--- src/common/fci_pkg.sv ---
// Constants and types for the flash command host controller
package fci_pkg;

  // ----------------------------------------
  // Clock and pin timing
  // ----------------------------------------
  localparam int CLK_NS = 50;
  localparam int T_WE_NS = 50;
  localparam int T_ACC_NS = 85;
  localparam int T_RB_NS = 100;
  localparam int T_WE_CYC = (T_WE_NS + CLK_NS - 1) / CLK_NS;
  localparam int T_ACC_CYC = (T_ACC_NS + CLK_NS - 1) / CLK_NS;
  localparam int T_RB_CYC = (T_RB_NS + CLK_NS - 1) / CLK_NS;
  localparam int SYNC_STAGES = 2;

  // ----------------------------------------
  // Flash command bytes and status bits
  // ----------------------------------------
  localparam logic [7:0] CMD_READ_ARRAY = 8'hFF;
  localparam logic [7:0] CMD_READ_ID = 8'h90;
  localparam logic [7:0] CMD_READ_STATUS = 8'h70;
  localparam logic [7:0] CMD_CLEAR_STATUS = 8'h50;
  localparam logic [7:0] CMD_ERASE_SETUP = 8'h20;
  localparam logic [7:0] CMD_CONFIRM = 8'hD0;
  localparam logic [7:0] CMD_SUSPEND = 8'hB0;
  localparam logic [7:0] CMD_WRITE_SETUP = 8'h40;
  localparam logic [7:0] CMD_WRITE_SETUP_ALT = 8'h10;
  localparam int SR_READY_BIT = 7;
  localparam int SR_SUSP_BIT = 6;
  localparam int SR_SUPPLY_LOW_BIT = 3;
  localparam logic [7:0] SR_RESET = 8'h80;
  localparam logic [7:0] SR_ERR_MASK = 8'h38;
  localparam logic [19:0] ID_MFR_ADDR = 20'h00000;
  localparam logic [19:0] ID_DEV_ADDR = 20'h00001;

  // ----------------------------------------
  // Host operations
  // ----------------------------------------
  typedef enum logic [2:0] {
    OP_READ_ARRAY = 3'b000,
    OP_READ_ID = 3'b001,
    OP_READ_STATUS = 3'b010,
    OP_CLEAR = 3'b011,
    OP_ERASE = 3'b100,
    OP_WRITE = 3'b101,
    OP_SUSPEND = 3'b110,
    OP_RESUME = 3'b111
  } fci_op_e;
  localparam logic [7:0] OP_CMD [8] = '{CMD_READ_ARRAY, CMD_READ_ID, CMD_READ_STATUS,
    CMD_CLEAR_STATUS, CMD_ERASE_SETUP, CMD_WRITE_SETUP, CMD_SUSPEND, CMD_CONFIRM};
  localparam logic [7:0] OP_W2_MASK = 8'h30;
  localparam logic [7:0] OP_WAIT_MASK = 8'hF0;
  localparam logic [7:0] OP_READ_MASK = 8'hF7;
  localparam logic [7:0] OP_SR_MASK = 8'hF4;
  localparam logic [7:0] OP_SUPPLY_MASK = 8'h30;
  localparam logic [7:0] OP_SUSP_OK_MASK = 8'h85;

  // ----------------------------------------
  // Register map and bus answers
  // ----------------------------------------
  localparam logic [7:0] REG_CMD = 8'h00;
  localparam logic [7:0] REG_ADDR = 8'h04;
  localparam logic [7:0] REG_WDATA = 8'h08;
  localparam logic [7:0] REG_RESULT = 8'h0C;
  localparam logic [7:0] REG_STATUS = 8'h10;
  localparam logic [7:0] REG_POWER = 8'h14;
  localparam logic [1:0] RESP_OKAY = 2'b00;
  localparam logic [1:0] RESP_SLVERR = 2'b10;

endpackage

--- src/common/fci_cyc_if.sv ---
// Single pin cycle request between sequencer and pin engine
`timescale 1ns/1ps
interface fci_cyc_if #(parameter int ADDR_W = 20);
  logic req;
  logic wr;
  logic [ADDR_W-1:0] addr;
  logic [7:0] wdata;
  logic done;
  logic [7:0] rdata;
  modport ctl(output req, wr, addr, wdata, input done, rdata);
  modport eng(input req, wr, addr, wdata, output done, rdata);
endinterface

--- src/hw/fci_pin_engine.sv ---
// Pin engine: one strobed write or read cycle on the flash pins
`timescale 1ns/1ps
module fci_pin_engine import fci_pkg::*; #(
  parameter int ADDR_W = 20
) (
  // Clock and reset
  input wire logic aclk,
  input wire logic aresetn,
  // Cycle requests
  fci_cyc_if.eng cyc,
  // Flash pins
  output logic [ADDR_W-1:0] flash_addr,
  output logic [7:0] flash_dq_out,
  output logic flash_dq_oe,
  input wire logic [7:0] flash_dq_in,
  output logic chip_enable_n,
  output logic output_enable_n,
  output logic write_enable_n
);

  typedef enum logic [2:0] {
    E_IDLE = 3'b000,
    E_SETUP = 3'b001,
    E_STROBE = 3'b010,
    E_HOLD = 3'b011,
    E_READ = 3'b100,
    E_RECOV = 3'b101
  } fci_eng_e;

  localparam logic [3:0] WE_LAST = 4'(T_WE_CYC - 1);
  localparam logic [3:0] RD_LAST = 4'(T_ACC_CYC + SYNC_STAGES - 1);

  if (T_ACC_CYC + SYNC_STAGES > 15 || T_WE_CYC > 15) begin : g_bad_timing
    $error("pin timing counts exceed counter width");
  end

  fci_eng_e state_q;
  logic [3:0] cnt_q;
  logic [7:0] dq_s1_q;
  logic [7:0] dq_s2_q;
  logic done_q;
  logic [7:0] rdata_q;

  assign cyc.done = done_q;
  assign cyc.rdata = rdata_q;

  // ----------------------------------------
  // Data input synchroniser
  // ----------------------------------------
  always_ff @(posedge aclk) begin
    dq_s1_q <= flash_dq_in;
    dq_s2_q <= dq_s1_q;
  end

  // ----------------------------------------
  // Cycle sequencing
  // ----------------------------------------
  always_ff @(posedge aclk) begin
    if (!aresetn) begin
      state_q <= E_IDLE;
      cnt_q <= 4'h0;
      done_q <= 1'b0;
      rdata_q <= 8'h00;
      flash_addr <= '0;
      flash_dq_out <= 8'h00;
      flash_dq_oe <= 1'b0;
      chip_enable_n <= 1'b1;
      output_enable_n <= 1'b1;
      write_enable_n <= 1'b1;
    end else begin
      done_q <= 1'b0;
      unique case (state_q)
        E_IDLE: if (cyc.req) begin
          flash_addr <= cyc.addr;
          flash_dq_out <= cyc.wdata;
          chip_enable_n <= 1'b0;
          cnt_q <= 4'h0;
          flash_dq_oe <= cyc.wr;
          output_enable_n <= cyc.wr;
          state_q <= cyc.wr ? E_SETUP : E_READ;
        end
        E_SETUP: begin
          write_enable_n <= 1'b0;
          state_q <= E_STROBE;
        end
        E_STROBE: if (cnt_q == WE_LAST) begin
          write_enable_n <= 1'b1; // Address and data latch on this rising edge
          state_q <= E_HOLD;
        end else begin
          cnt_q <= cnt_q + 4'h1;
        end
        E_HOLD: begin
          chip_enable_n <= 1'b1;
          flash_dq_oe <= 1'b0;
          done_q <= 1'b1;
          state_q <= E_RECOV;
        end
        E_READ: if (cnt_q == RD_LAST) begin
          rdata_q <= dq_s2_q;
          output_enable_n <= 1'b1; // Release between reads refreshes status
          chip_enable_n <= 1'b1;
          done_q <= 1'b1;
          state_q <= E_RECOV;
        end else begin
          cnt_q <= cnt_q + 4'h1;
        end
        E_RECOV: state_q <= E_IDLE;
      endcase
    end
  end
endmodule

--- src/hw/fci_flash_host.sv ---
// Flash command host controller with register access over AXI4-Lite
`timescale 1ns/1ps
// Contract
// - Command FFH returns device to array reads.
// - Host leaves identifier mode by another command.
// - Status latched on enable fall; toggle between reads.
// - Low-supply flag must be cleared before writes.
// - Erase is 20H then D0H in block.
// - Byte write is 40H then address and data.
module fci_flash_host import fci_pkg::*; #(
  parameter int ADDR_W = 20
) (
  // Clock and reset
  input wire logic aclk,
  input wire logic aresetn,
  // AXI4-Lite slave
  input wire logic s_axi_awvalid,
  output logic s_axi_awready,
  input wire logic [7:0] s_axi_awaddr,
  input wire logic s_axi_wvalid,
  output logic s_axi_wready,
  input wire logic [31:0] s_axi_wdata,
  input wire logic [3:0] s_axi_wstrb,
  output logic s_axi_bvalid,
  input wire logic s_axi_bready,
  output logic [1:0] s_axi_bresp,
  input wire logic s_axi_arvalid,
  output logic s_axi_arready,
  input wire logic [7:0] s_axi_araddr,
  output logic s_axi_rvalid,
  input wire logic s_axi_rready,
  output logic [31:0] s_axi_rdata,
  output logic [1:0] s_axi_rresp,
  // Flash pins
  output logic [ADDR_W-1:0] flash_addr,
  output logic [7:0] flash_dq_out,
  output logic flash_dq_oe,
  input wire logic [7:0] flash_dq_in,
  output logic chip_enable_n,
  output logic output_enable_n,
  output logic write_enable_n,
  output logic powerdown_input_n,
  input wire logic ready_busy_output
);

  typedef enum logic [2:0] {
    M_IDLE = 3'b000,
    M_WR1 = 3'b001,
    M_WR2 = 3'b010,
    M_SETTLE = 3'b011,
    M_POLL = 3'b100,
    M_READ = 3'b101
  } fci_main_e;
  localparam logic [3:0] RB_LAST = 4'(T_RB_CYC - 1);
  if (ADDR_W < 1 || ADDR_W > 24 || T_RB_CYC > 15) begin : g_bad_param
    $error("address width or settle count out of range");
  end
  fci_cyc_if #(.ADDR_W(ADDR_W)) cyc ();
  fci_pin_engine #(.ADDR_W(ADDR_W)) u_engine (
    .aclk(aclk),
    .aresetn(aresetn),
    .cyc(cyc),
    .flash_addr(flash_addr),
    .flash_dq_out(flash_dq_out),
    .flash_dq_oe(flash_dq_oe),
    .flash_dq_in(flash_dq_in),
    .chip_enable_n(chip_enable_n),
    .output_enable_n(output_enable_n),
    .write_enable_n(write_enable_n)
  );

  fci_main_e state_q;
  fci_op_e op_q;
  logic req_q;
  logic [3:0] rb_cnt_q;
  logic rb_s1_q, rb_s2_q;
  logic [ADDR_W-1:0] addr_q;
  logic [7:0] wdata_q;
  logic [7:0] result_q;
  logic [7:0] sr_q;
  logic supply_low_q, susp_q, refused_q, pwd_q;
  logic aw_full_q, w_full_q;
  logic [7:0] awaddr_q;
  logic [31:0] bus_wdata_q;
  logic [3:0] wstrb_q;

  // ----------------------------------------
  // Bus decode
  // ----------------------------------------
  wire [31:0] wmask = {{8{wstrb_q[3]}}, {8{wstrb_q[2]}}, {8{wstrb_q[1]}}, {8{wstrb_q[0]}}};
  wire do_wr = aw_full_q && w_full_q && !s_axi_bvalid;
  wire wr_hit = (awaddr_q <= REG_POWER) && (awaddr_q[1:0] == 2'b00);
  wire wr_cmd = do_wr && (awaddr_q == REG_CMD) && wstrb_q[0];
  wire wr_addr = do_wr && (awaddr_q == REG_ADDR);
  wire wr_data = do_wr && (awaddr_q == REG_WDATA) && wstrb_q[0];
  wire wr_pwr = do_wr && (awaddr_q == REG_POWER) && wstrb_q[0];
  wire [31:0] addr_merge = (32'(addr_q) & ~wmask) | (bus_wdata_q & wmask);
  wire fci_op_e new_op = fci_op_e'(bus_wdata_q[2:0]);
  wire idle = (state_q == M_IDLE);
  wire susp_ok = susp_q ? OP_SUSP_OK_MASK[new_op] : (new_op != OP_RESUME);
  wire supply_ok = !(supply_low_q && OP_SUPPLY_MASK[new_op]);
  wire susp_win = state_q == M_POLL && op_q == OP_ERASE && new_op == OP_SUSPEND && !rb_s2_q;
  wire start_ok = (idle || susp_win) && !pwd_q && susp_ok && supply_ok;
  wire start = wr_cmd && start_ok;
  wire [31:0] stat_word = {16'h0000, sr_q, 2'b00, pwd_q, rb_s2_q, refused_q, supply_low_q,
    susp_q, !idle};
  wire [31:0] rd_word = (s_axi_araddr == REG_CMD) ? {29'h0, op_q} :
    (s_axi_araddr == REG_ADDR) ? 32'(addr_q) :
    (s_axi_araddr == REG_WDATA) ? {24'h0, wdata_q} :
    (s_axi_araddr == REG_RESULT) ? {24'h0, result_q} :
    (s_axi_araddr == REG_STATUS) ? stat_word :
    (s_axi_araddr == REG_POWER) ? {31'h0, pwd_q} : 32'h0;
  wire rd_hit = (s_axi_araddr <= REG_POWER) && (s_axi_araddr[1:0] == 2'b00);

  assign s_axi_awready = !aw_full_q && !s_axi_bvalid;
  assign s_axi_wready = !w_full_q && !s_axi_bvalid;
  assign s_axi_arready = !s_axi_rvalid;
  assign powerdown_input_n = !pwd_q;

  // ----------------------------------------
  // Cycle requests to the pin engine
  // ----------------------------------------
  assign cyc.req = req_q;
  assign cyc.wr = (state_q != M_READ);
  assign cyc.addr = addr_q; // Erase pair uses one in-block address
  assign cyc.wdata = (state_q != M_WR2) ? OP_CMD[op_q] :
    (op_q == OP_ERASE) ? CMD_CONFIRM : wdata_q;

  // ----------------------------------------
  // AXI4-Lite slave
  // ----------------------------------------
  always_ff @(posedge aclk) begin
    if (!aresetn) begin
      aw_full_q <= 1'b0;
      w_full_q <= 1'b0;
      awaddr_q <= 8'h00;
      bus_wdata_q <= 32'h0;
      wstrb_q <= 4'h0;
      s_axi_bvalid <= 1'b0;
      s_axi_bresp <= RESP_OKAY;
      s_axi_rvalid <= 1'b0;
      s_axi_rdata <= 32'h0;
      s_axi_rresp <= RESP_OKAY;
    end else begin
      if (s_axi_awvalid && s_axi_awready) begin
        aw_full_q <= 1'b1;
        awaddr_q <= s_axi_awaddr;
      end
      if (s_axi_wvalid && s_axi_wready) begin
        w_full_q <= 1'b1;
        bus_wdata_q <= s_axi_wdata;
        wstrb_q <= s_axi_wstrb;
      end
      if (do_wr) begin
        aw_full_q <= 1'b0;
        w_full_q <= 1'b0;
        s_axi_bvalid <= 1'b1;
        s_axi_bresp <= wr_hit ? RESP_OKAY : RESP_SLVERR;
      end else if (s_axi_bready) begin
        s_axi_bvalid <= 1'b0;
      end
      if (s_axi_arvalid && s_axi_arready) begin
        s_axi_rvalid <= 1'b1;
        s_axi_rdata <= rd_word;
        s_axi_rresp <= rd_hit ? RESP_OKAY : RESP_SLVERR;
      end else if (s_axi_rready) begin
        s_axi_rvalid <= 1'b0;
      end
    end
  end

  // ----------------------------------------
  // Operation sequencer
  // ----------------------------------------
  always_ff @(posedge aclk) begin
    rb_s1_q <= ready_busy_output;
    rb_s2_q <= rb_s1_q;
    if (!aresetn) begin
      state_q <= M_IDLE;
      op_q <= OP_READ_ARRAY;
      req_q <= 1'b0;
      rb_cnt_q <= 4'h0;
    end else begin
      req_q <= 1'b0;
      unique case (state_q)
        M_IDLE: if (start) begin
          op_q <= new_op;
          req_q <= 1'b1;
          state_q <= M_WR1;
        end
        M_WR1: if (cyc.done) begin
          if (OP_W2_MASK[op_q]) begin
            req_q <= 1'b1;
            state_q <= M_WR2;
          end else if (OP_WAIT_MASK[op_q]) begin
            rb_cnt_q <= 4'h0;
            state_q <= M_SETTLE; // Suspend waits for pause point
          end else if (OP_READ_MASK[op_q]) begin
            req_q <= 1'b1;
            state_q <= M_READ; // Read-type ops fetch their byte
          end else begin
            state_q <= M_IDLE;
          end
        end
        M_WR2: if (cyc.done) begin
          rb_cnt_q <= 4'h0;
          state_q <= M_SETTLE; // Busy may not show before settle time
        end
        M_SETTLE: if (rb_cnt_q == RB_LAST) begin
          state_q <= M_POLL;
        end else begin
          rb_cnt_q <= rb_cnt_q + 4'h1;
        end
        M_POLL: if (rb_s2_q || start) begin
          req_q <= 1'b1;
          op_q <= start ? new_op : op_q; // Suspend may cut into an erase
          state_q <= start ? M_WR1 : M_READ; // Ready/busy high marks completion
        end
        M_READ: if (cyc.done) begin
          state_q <= M_IDLE;
        end
      endcase
    end
  end

  // ----------------------------------------
  // Host registers and status tracking
  // ----------------------------------------
  always_ff @(posedge aclk) begin
    if (!aresetn) begin
      addr_q <= '0;
      wdata_q <= 8'h00;
      result_q <= 8'h00;
      sr_q <= SR_RESET;
      supply_low_q <= 1'b0;
      susp_q <= 1'b0;
      refused_q <= 1'b0;
      pwd_q <= 1'b0;
    end else begin
      if (wr_addr) begin
        addr_q <= addr_merge[ADDR_W-1:0];
      end
      if (wr_data) begin
        wdata_q <= bus_wdata_q[7:0];
      end
      if (wr_pwr) begin
        pwd_q <= bus_wdata_q[0];
      end
      if (wr_cmd) begin
        refused_q <= !start_ok;
      end
      if (state_q == M_WR1 && cyc.done && op_q == OP_CLEAR) begin
        sr_q <= sr_q & ~SR_ERR_MASK;
        supply_low_q <= 1'b0;
      end
      if (state_q == M_WR1 && cyc.done && op_q == OP_RESUME) begin
        susp_q <= 1'b0;
      end
      if (state_q == M_READ && cyc.done) begin
        result_q <= cyc.rdata;
        if (OP_SR_MASK[op_q]) begin
          sr_q <= cyc.rdata & ~8'h07;
          supply_low_q <= supply_low_q | cyc.rdata[SR_SUPPLY_LOW_BIT];
        end
        if (op_q == OP_SUSPEND) begin
          susp_q <= cyc.rdata[SR_SUSP_BIT] & cyc.rdata[SR_READY_BIT];
        end
      end
      if (pwd_q) begin
        sr_q <= SR_RESET;
        supply_low_q <= 1'b0;
        susp_q <= 1'b0;
      end
    end
  end
endmodule

--- config.mk ---
export PLATFORM = sky130hd
export DESIGN_NAME = fci_flash_host
export DESIGN_NICKNAME = d
export VERILOG_FILES = /design/src/common/fci_pkg.sv /design/src/common/fci_cyc_if.sv /design/src/hw/fci_pin_engine.sv /design/src/hw/fci_flash_host.sv
export SDC_FILE = /design/constraint.sdc
export NUM_CORES = 1
export LEC_CHECK = 0
export BUFFER_PORTS_ARGS = -buffer_cell sky130_fd_sc_hd__buf_2
export CORE_UTILIZATION = 35
export CTS_BUF_LIST = sky130_fd_sc_hd__clkbuf_2
export DETAILED_ROUTE_END_ITERATION = 7
export PLACE_DENSITY = 0.69
export SKIP_LAST_GASP = 1
export SLEW_MARGIN = 0
export SYNTH_ARGS = -nofsm -noshare
export SYNTH_HDL_FRONTEND = slang
export SYNTH_SLANG_ARGS = --single-unit
export TNS_END_PERCENT = 10
--- constraint.sdc ---
create_clock -name aclk -period 2.1 [get_ports aclk]
set_clock_uncertainty 0.15 [all_clocks]
set_input_delay 0.21 -clock aclk [delete_from_list [all_inputs] [get_ports aclk]]
set_output_delay 0.21 -clock aclk [all_outputs]
set_load 0.02 [all_outputs]
==> results of run 1 <==
-- registers in the layout (all words and copies together) (netlist names), 3 cells and up, named ones only --
name,cells
result_q,8
addr_q,20
s_axi_rdata,20
state_q,3
u_engine.state_q,3
op_q,3
sr_q,5
u_engine.flash_addr,20
rb_cnt_q,4
u_engine.cnt_q,4
bus_wdata_q,20
awaddr_q,8
wstrb_q,3
u_engine.dq_s1_q,8
u_engine.cyc.rdata,8
wdata_q,8
u_engine.dq_s2_q,8
u_engine.flash_dq_out,8
-- worst min-delay path, stage by stage --
cell,delay (ns)
dlygate4sd3_1,0.52
buf_2,0.09
nand2b_1,0.09
a21oi_1,0.06
-- worst paths after layout --
kind                                                  endpoint  cells after the start                      startpoint  slack [ns]
worst min register to register     u_engine.dq_s2_q[7]$_DFF_P_                      0     u_engine.dq_s1_q[7]$_DFF_P_        0.20
worst max register to register  u_engine.cnt_q[3]$_SDFFE_PN0P_                      8  u_engine.cnt_q[0]$_SDFFE_PN0P_       -0.05
worst min-delay path                 s_axi_bvalid$_SDFFE_PN0P_                      4                    s_axi_bready        0.05
worst max-delay path            u_engine.cnt_q[3]$_SDFFE_PN0P_                      8  u_engine.cnt_q[0]$_SDFFE_PN0P_       -0.05
-- through the flow --
step                instance area [um^2]  setup slack [ns]  cells
floorplan                           7530            0.0207    911
global placement                    8520           -0.0628   1278
detailed placement                  8520           -0.0627   1278
CTS                                 9640           -0.0763   1396
global route                        9720            -0.127   1399
finish                              9730           -0.0523   1400
-- cell usage after synthesis (all sizes together), types with 6 or more instances --
cell,n
and2,6
nand3b,7
nor2b,6
nand3,34
nand2,212
nand2b,6
nor2,48
clkbuf,52
nor3,20
o21ai,33
inv,14
a22oi,6
a221oi,8
dfxtp,185
buf,24
nor3b,7
mux2i,21
a21oi,126
-- per-layer routing --
metal	share of wire (%)	wire, um	vias up	GRT usage (%)
met4	2.1	418	0	6.91
met1	46	9100	3177	24.5
met3	6.3	1270	33	3.44
met2	46	9200	208	28.9
li1	-	-	3504	-
met5	0	0	-	0
-- cells by family (layout without fill, tap and decap cells) --
logic type,Yosys count,in the layout,synth area share [%]
AND/OR/NAND/NOR,382,383,23.9
other,1,16,0.0501
XOR/XNOR,1,1,0.117
flip-flops,185,185,49.5
multiplexers,25,25,3.41
AO/OA/AOI/OAI,209,209,16.5
buffers and inverters,90,301,5.62
adder cells (fa/ha/maj),5,5,0.836
-- where the power goes --
| group | internal [uW] | switching [uW] |
|---|---|---|
| Combinational | 427 | 523 |
| Sequential | 3650 | 74.4 |
| Clock | 515 | 1380 |
-- cell type report --
class                   count  area (um^2)  share of cell area [%]
multi-input cells         637         3490                    35.8
repair buffers            255         1870                    19.2
well taps                 275          344                    3.54
clock inverters            15          171                    1.76
clock buffers              17         85.1                   0.875
flip-flops and latches    185         3710                    38.2
diodes                      2         5.00                  0.0515
inverters                  14         53.8                   0.553
-- timing repair --
item                       4_1_cts  5_1_grt
cloned                           1        0
pin swaps                        1        6
hold buffers                    85        1
buffers inserted                 0        3
setup endpoints to repair       38       48
hold endpoints to repair       169        1
gates resized for setup          4       17
==> flow_summary.yaml, run 1 <==
synthesis:
  synthesis.area_per_instance_um2: 8.33
  yosysWarningCount: 0
  synth_top_area_share_pct: 49.5
  number_of_synthesized_flops_with_an_enable_pin: 0
  async_reset_ff_share_pct: 0
  yosys_register_bits: 185
  synth.area.top_cells: "dfxtp_1 (50%), nand2_1 (11%), a21oi_1 (8.4%)"
  yosysTopAreaCell: "dfxtp_1"
  post_synth_instance_area_um2: 7480
  synthCells: 898
  ys_seq_area_share_pct: 49.5
  yosys_most_used_dff: "dfxtp_1"
  post_synth_num_cell_types: 65
routing:
  post-route-drc-count: 2
  drt-vias-per-instance: 4.94
  vias: 6922
  first_pass_iters: 8
  routed_wirelength_mm: 20.0
  wl_per_cell_um: 14.3
  drtAntennaViolNets: 0
  detailedRoute.firstIterationViolations: 620
sta:
  hold_viol: 0
  max_clock_freq_mhz: 465
  hold_slack_ns: 0.0519
  finalMaxSlewViolations: 0
  final_setup_fails: 5
  final_layout_setup_total_negative_slack_ns: -0.163
  final_period_minus_worst_setup_slack_ns: 2.15
  rsz0062_at_grt: "true"
  timing.final.crit_share_pct: 102
  slew_hr_pct: 58.5
  tightest_slew_ns: 0.613
  worst_setup_margin_ns: -0.0523
worst_setup_path:
  cp.required_ns: 2.69
  slowest_cp_cell: "or4_1"
  timing.critical_path.from_type: "register"
  largest_stage_delay_on_the_critical_path_ns: 0.46
  worstPathArrival_ns: 2.74
  worstSetupPathType: "register to register"
  cp.buffers_inverters: 2
  timing.critical_path.cells: "inv_1, ha_1, nor3b_4, nor3_2, a21oi_4, buf_4, or4_1, a21oi_1"
  cpLargestDelayFamily: "simple AND/OR/NAND/NOR gates"
  timing.critical_path.fanout_max: 5
  end_kind: "register"
floorplan:
  fp.dieArea_um2: 22000
  core_outline_area_um2: 21000
  fp.dieH_um: 148
  ioPinCount: 142
  die-width_um: 148
  initial_utilization_pct: 35.7
  floorplan.rows: 53
final_layout:
  finalNetCount: 1183
  final_common_cell: "nand2_1"
  finish.utilization_pct: 46.4
  final.fill_count: 2055
  syn_to_final_growth_pct: 30.0
  most-common-layout-cells: "nand2_1 (211), dfxtp_1 (180), a21oi_1 (125), buf_2 (114), dlygate4sd3_1 (84)"
  drive_gt1_share_pct: 21.1
power_and_ir_drop:
  ir_drop_mv: 0.312
  power_density_nw_per_um2: 675
  p_leak_uw: 0.00384
  fin_total_pwr_uw: 6570
grt:
  antenna_found_initial: 1
  globalRouteTotalUtil_pct: 18.2
  pin_count_of_the_biggest_net_entering_global_routing: 81
  globalRoute.totalOverflow: 0
  grt_pass1_vias: 6382
  wire_length_of_the_first_global_routing_pass_mm: 31.8
clock_tree:
  clock-root-buffer: "clkbuf_2"
  htree_levels: 4
  numClockSinks: 185
  cts_made_buffers: 17
  cts.path.max_buffers: 2
  cts.reportedPaths.clkPinSlew_ns: 0.28
  clock_latency_late_sink_ns: 0.79
  clock_tree_from_tritoncts: "yes"
min_path:
  min_path_type: "input pin to register"
status:
  violations_in_the_final_reports: "design-rule violations, negative setup slack"
  status: "finished with violations"
job:
  cap_violations: 0
placed_design:
  routabilityCongestion: 0.845
  numPortBuffers: 114
  hpwlAfterDp_mm: 14.0
No activity file was read; power rests on OpenSTA's default activity.
==> inputs of run 2 (changes only) <==
--- a/config.mk
+++ b/config.mk
@@ -5,11 +5,12 @@
 export SDC_FILE = /design/constraint.sdc
 export NUM_CORES = 1
 export LEC_CHECK = 0
+export ABC_AREA = 1
 export BUFFER_PORTS_ARGS = -buffer_cell sky130_fd_sc_hd__buf_2
-export CORE_UTILIZATION = 35
+export CORE_UTILIZATION = 30
 export CTS_BUF_LIST = sky130_fd_sc_hd__clkbuf_2
 export DETAILED_ROUTE_END_ITERATION = 7
-export PLACE_DENSITY = 0.69
+export PLACE_DENSITY = 0.62
 export SKIP_LAST_GASP = 1
 export SLEW_MARGIN = 0
 export SYNTH_ARGS = -nofsm -noshare
==> flow_summary.yaml, run 2 <==
worst_setup_path:
  slowest_cp_cell: "dlygate4sd3_1"
  worstSetupPathType: "input pin to register"
  timing.critical_path.fanout_max: 6
  most_frequent_cp_cell: "dlygate4sd3_1"
  worstPathArrival_ns: 2.65
  worst_setup_path_endpoint: "s_axi_rresp[1]$_SDFFE_PN0P_"
  timing.critical_path.from_type: "input pin"
  ff2ff_path_depth: 8
  cp.required_ns: 2.61
  worst-r2r-setup-slack_ns: 0.04
  timing.critical_path.from: "s_axi_araddr[1]"
  timing.critical_path.cells: "dlygate4sd3_1, buf_2, nor2_4, inv_2, nor2_4, nand2_4, a31oi_1, dlygate4sd3_1, a31oi_1, dlygate4sd3_1"
  largest_stage_delay_on_the_critical_path_ns: 0.55
  critical_path.reg2reg.endpoint: "s_axi_rdata[8]$_SDFFE_PN0P_"
  end_kind: "register"
  worst_r2r_startpoint: "s_axi_rvalid$_SDFFE_PN0P_"
sta:
  final_setup_fails: 2
  max_clock_freq_mhz: 468
  hold_viol: 0
  timing.final.crit_share_pct: 102
  finalMaxSlewViolations: 0
  worst_setup_margin_ns: -0.0376
  hold_slack_ns: 0.0804
  final_period_minus_worst_setup_slack_ns: 2.14
  rsz0062_at_grt: "true"
synthesis:
  yosys_most_used_dff: "dfxtp_1"
  yosys_register_bits: 185
  yosysWarningCount: 0
  synth_top_area_share_pct: 50.8
  synth.area.top_cells: "dfxtp_1 (51%), o21ai_0 (8.2%), a21oi_1 (7.8%)"
  async_reset_ff_share_pct: 0
  synth_common_cells: "dfxtp_1 (185), nor2_1 (145), o21ai_0 (120), a21oi_1 (114), nand2_1 (109)"
  yosysTopAreaCell: "dfxtp_1"
  number_of_synthesized_flops_with_an_enable_pin: 0
  ys_seq_area_share_pct: 50.8
  post_synth_num_cell_types: 43
  post_synth_instance_area_um2: 7290
  synthCells: 945
  synthesis.area_per_instance_um2: 7.72
  yosysMostFrequentCell: "dfxtp_1"
clock_tree:
  cts.path.max_buffers: 2
  post-cts-setup-buffers: 0
  cts.reportedPaths.clkPinSlew_ns: 0.29
  numClockSinks: 185
  cts_made_buffers: 17
  clock_latency_late_sink_ns: 0.76
  clock_tree_from_tritoncts: "yes"
  htree_levels: 4
  clock-root-buffer: "clkbuf_2"
floorplan:
  fp.dieH_um: 158
  core_outline_area_um2: 23700
  initial_utilization_pct: 30.8
  ioPinCount: 142
  fp.dieArea_um2: 24900
  floorplan.rows: 56
  die-width_um: 158
grt:
  globalRouteTotalUtil_pct: 16.5
  antenna_found_initial: 1
  grt.met2_usage_pct: 25.4
  grt_pass1_vias: 6379
  pin_count_of_the_biggest_net_entering_global_routing: 50
  met3_usage_pct: 3.72
  wire_length_of_the_first_global_routing_pass_mm: 32.0
  use_met1_pct: 23.0
  globalRoute.totalOverflow: 0
  gr-max-usage-layer: "met2"
status:
  violations_in_the_final_reports: "negative setup slack"
  status: "finished with violations"
min_path:
  min_path_type: "input pin to register"
  min_from: "s_axi_wdata[15]"
routing:
  routed_wirelength_mm: 19.9
  wl_per_cell_um: 13.4
  vias: 6811
  drt-vias-per-instance: 4.58
  first_pass_iters: 6
  post-route-drc-count: 0
  drtAntennaViolNets: 0
  detailedRoute.firstIterationViolations: 426
final_layout:
  syn_to_final_growth_pct: 27.9
  finalNetCount: 1226
  most-common-layout-cells: "dfxtp_1 (185), nor2_1 (144), o21ai_0 (120), a21oi_1 (114), buf_2 (114)"
  final_common_cell: "dfxtp_1"
  drive_gt1_share_pct: 16.7
  finish.utilization_pct: 39.4
placed_design:
  routabilityCongestion: 0.906
  numPortBuffers: 114
  hpwlAfterDp_mm: 14.4
power_and_ir_drop:
  fin_total_pwr_uw: 7220
  p_leak_uw: 0.00403
  power_density_nw_per_um2: 775
  ir_drop_mv: 0.310
job:
  cap_violations: 0
[run 2: changes by cell type after synthesis, sizes merged, moves of 12 or more]
cell and delta:
inv +93, nor2 +103, a21oi -12, nand2 -102, o21ai +90, clkbuf -29, mux2i -21
[run 2: worst min-delay path by stage]
stage | slack, ns | cells past startpoint | endpoint
floorplan | 0.09 | 0 | rb_s1_q$_DFF_P_
global placement | 0.16 | 0 | u_engine.dq_s2_q[4]$_DFF_P_
detailed placement | 0.16 | 0 | u_engine.dq_s2_q[4]$_DFF_P_
CTS | 0.008 | 4 | bus_wdata_q[10]$_SDFFE_PN0P_
global route | 0.02 | 4 | bus_wdata_q[16]$_SDFFE_PN0P_
finish | 0.08 | 4 | bus_wdata_q[15]$_SDFFE_PN0P_
[run 2: what timing repair did]
item                                    4_1_cts  5_1_grt
hold buffers                                 84        0
hold endpoints to repair                    162        0
gates resized for setup                       0        1
endpoints found under the setup margin        0       17
[run 2: stage by stage]
stage / instance area (um^2) / setup WS (ns) / setup TNS [ns] / instances
2_1_floorplan: 7340 / 0.444 / 0 / 958
3_3_place_gp: 8230 / 0.181 / 0 / 1369
3_5_place_dp: 8230 / 0.144 / 0 / 1369
4_1_cts: 9320 / 0.0136 / 0 / 1485
5_1_grt: 9320 / -0.111 / -0.823 / 1486
6_report: 9320 / -0.0376 / -0.0487 / 1486
[run 2: where the power goes]
part	internal, uW	total [uW]	switching (uW)
clock	485	1820	1330
sequential	3760	3940	178
combinational	565	1470	905
[run 2: worst max-delay path, delay by kind of cell]
| family | cells | cell delay (ns) |
|---|---|---|
| buffers and inverters | 5 | 1.82 |
| and+or+nand+nor | 3 | 0.42 |
| AOI/OAI and AO/OA | 2 | 0.18 |
[run 2: cell families (layout without fill, tap and decap cells)]
group	after synthesis	in the layout	share of synthesized area (%)
other	1	15	0.0514
XOR/XNOR	2	2	0.240
AND/OR/NAND/NOR	333	333	19.8
buffers and inverters	158	366	9.51
adder cells (fa/ha/maj)	5	5	0.858
AO/OA/AOI/OAI	261	261	18.7
flip-flops	185	185	50.8
[run 2: final cells by class]
type                    instances  area (um^2)
fillers                      2486        14400
flip-flops and latches        185         3700
multi-input cells             615         2950
repair buffers                225         1610
inverters                     109          414
well taps                     319          399
clock inverters                15          159
clock buffers                  17         85.1
diodes                          1         2.50
[run 2: routing by layer]
| metal | up-vias | part of all wire [%] |
|---|---|---|
| li1 | 3495 | - |
| met1 | 3082 | 48 |
| met2 | 207 | 44 |
| met3 | 27 | 6.3 |
| met4 | 0 | 1.6 |
| met5 | - | 0 |
==> inputs of run 3 (changes only) <==
--- a/config.mk
+++ b/config.mk
@@ -5,7 +5,6 @@
 export SDC_FILE = /design/constraint.sdc
 export NUM_CORES = 1
 export LEC_CHECK = 0
-export ABC_AREA = 1
 export BUFFER_PORTS_ARGS = -buffer_cell sky130_fd_sc_hd__buf_2
 export CORE_UTILIZATION = 30
 export CTS_BUF_LIST = sky130_fd_sc_hd__clkbuf_2
==> flow_summary.yaml, run 3 (synthesized netlist as in run 1, its figures left out) <==
status:
  status: "finished with violations"
  violations_in_the_final_reports: "negative setup slack"
sta:
  hold_viol: 0
  final_layout_setup_total_negative_slack_ns: -0.0249
  finalMaxSlewViolations: 0
  rsz0062_at_grt: "true"
  max_clock_freq_mhz: 472
  worst_setup_margin_ns: -0.0168
  timing.final.crit_share_pct: 101
  final_setup_fails: 2
  tightest_slew_ns: 0.507
  slew_hr_pct: 66.1
  final_period_minus_worst_setup_slack_ns: 2.12
worst_setup_path:
  slowest_cp_cell: "or4_4"
  cpLargestDelayFamily: "simple AND/OR/NAND/NOR gates"
  timing.critical_path.from_type: "register"
  timing.critical_path.cells: "or4_4, nor3_4, and4_4, nor3_1, a211o_1"
  worstSetupPathType: "register to register"
  end_kind: "register"
  worstPathArrival_ns: 2.64
  timing.critical_path.fanout_max: 5
  largest_stage_delay_on_the_critical_path_ns: 0.59
  cp.buffers_inverters: 0
  cp.required_ns: 2.63
clock_tree:
  clock_tree_from_tritoncts: "yes"
  cts.reportedPaths.clkPinSlew_ns: 0.27
  clock-root-buffer: "clkbuf_2"
  clock_latency_late_sink_ns: 0.77
  htree_levels: 4
  cts_made_buffers: 17
  numClockSinks: 185
  cts.path.max_buffers: 2
floorplan:
  floorplan.rows: 57
  core_outline_area_um2: 24400
  die-width_um: 160
  fp.dieArea_um2: 25600
  initial_utilization_pct: 30.7
  fp.dieH_um: 160
  ioPinCount: 142
final_layout:
  final_cell_area_um2: 9720
  syn_to_final_growth_pct: 29.9
  finalNetCount: 1174
  ff_latch_area_um2: 3710
  final_common_cell: "nand2_1"
  final.fill_count: 2511
  drive_gt1_share_pct: 21.0
  most-common-layout-cells: "nand2_1 (209), dfxtp_1 (182), a21oi_1 (125), buf_2 (114), dlygate4sd3_1 (81)"
  post_layout_nonfiller_instances: 1439
  finish.utilization_pct: 39.8
  multiInputGateArea_um2: 3470
job:
  cap_violations: 0
placed_design:
  hpwlAfterDp_mm: 14.8
  routabilityCongestion: 0.803
  placed_cells_incl_taps: 1323
  post_dp_cell_area_um2: 8550
  numPortBuffers: 114
power_and_ir_drop:
  p_seq_share_pct: 55.6
  p_leak_uw: 0.00380
  p_clk_share_pct: 30.9
  power.internal_uw: 4840
  power_density_nw_per_um2: 690
  switchingPower_uw: 1860
  ir_drop_mv: 0.343
  switching_share_pct: 27.8
  comb_power_share_pct: 13.5
  fin_total_pwr_uw: 6710
routing:
  vias: 6899
  wl_per_cell_um: 14.5
  routed_wirelength_mm: 20.8
  detailedRoute.firstIterationViolations: 481
  post-route-drc-count: 0
  drt-vias-per-instance: 4.79
  first_pass_iters: 5
  drtAntennaViolNets: 0
grt:
  globalRoute.totalOverflow: 0
  pin_count_of_the_biggest_net_entering_global_routing: 95
  antenna_found_initial: 1
  wire_length_of_the_first_global_routing_pass_mm: 33.1
  globalRouteTotalUtil_pct: 16.1
  grt_pass1_vias: 6291
min_path:
  min_path_type: "input pin to register"
## run 3: worst min-delay path: stages
cell and delay [ns]:
dlygate4sd3_1 0.52, buf_2 0.12, nand2_1 0.05, a21oi_1 0.05
## run 3: area by class of cell
type | instances | area share (%)
clock buffers | 19 | 0.978
flip-flops and latches | 185 | 38.1
diodes | 1 | 0.0257
well taps | 324 | 4.17
multi-input cells | 637 | 35.7
repair buffers | 246 | 18.4
clock inverters | 13 | 1.97
inverters | 14 | 0.554
## run 3: power by group through the flow
stage	Sequential (uW)	Clock, uW	Combinational, uW
2_1_floorplan	3790	0	482
6_report	3730	2070	905
5_1_grt	3750	2280	995
4_1_cts	3730	2110	876
3_3_place_gp	3790	0	744
3_5_place_dp	3790	0	764
## run 3: repair_timing
item,4_1_cts,5_1_grt
endpoints found under the setup margin,23,57
pin swaps,1,4
resized for setup,3,16
hold buffers,76,5
gates cloned,1,0
buffers inserted,0,1
hold endpoints to repair,172,5
## run 3: per-layer routing
metal,vias to the layer above,GRT usage [%],routed length [um]
met4,0,3.81,246
met1,3221,22.5,10200
met2,184,25.2,9410
met3,18,3.32,991
met5,-,0,0
li1,3476,-,-
## run 3: metrics by stage
step	setup WS, ns	hold WS (ns)
2_1_floorplan	0.0207	0.0877
3_3_place_gp	-0.00995	0.162
3_5_place_dp	-0.0452	0.162
4_1_cts	-0.0767	0.00528
5_1_grt	-0.0670	0.00159
6_report	-0.0168	0.0391
## run 3: worst paths after layout
check                              start                      endpoint  slack (ns)  cells past startpoint
min                      s_axi_wdata[13]  bus_wdata_q[13]$_SDFFE_PN0P_        0.04                      4
max             awaddr_q[7]$_SDFFE_PN0P_                      register       -0.02                      5
max reg2reg     awaddr_q[7]$_SDFFE_PN0P_                      register       -0.02                      5
min reg2reg  u_engine.dq_s1_q[7]$_DFF_P_   u_engine.dq_s2_q[7]$_DFF_P_        0.19                      0
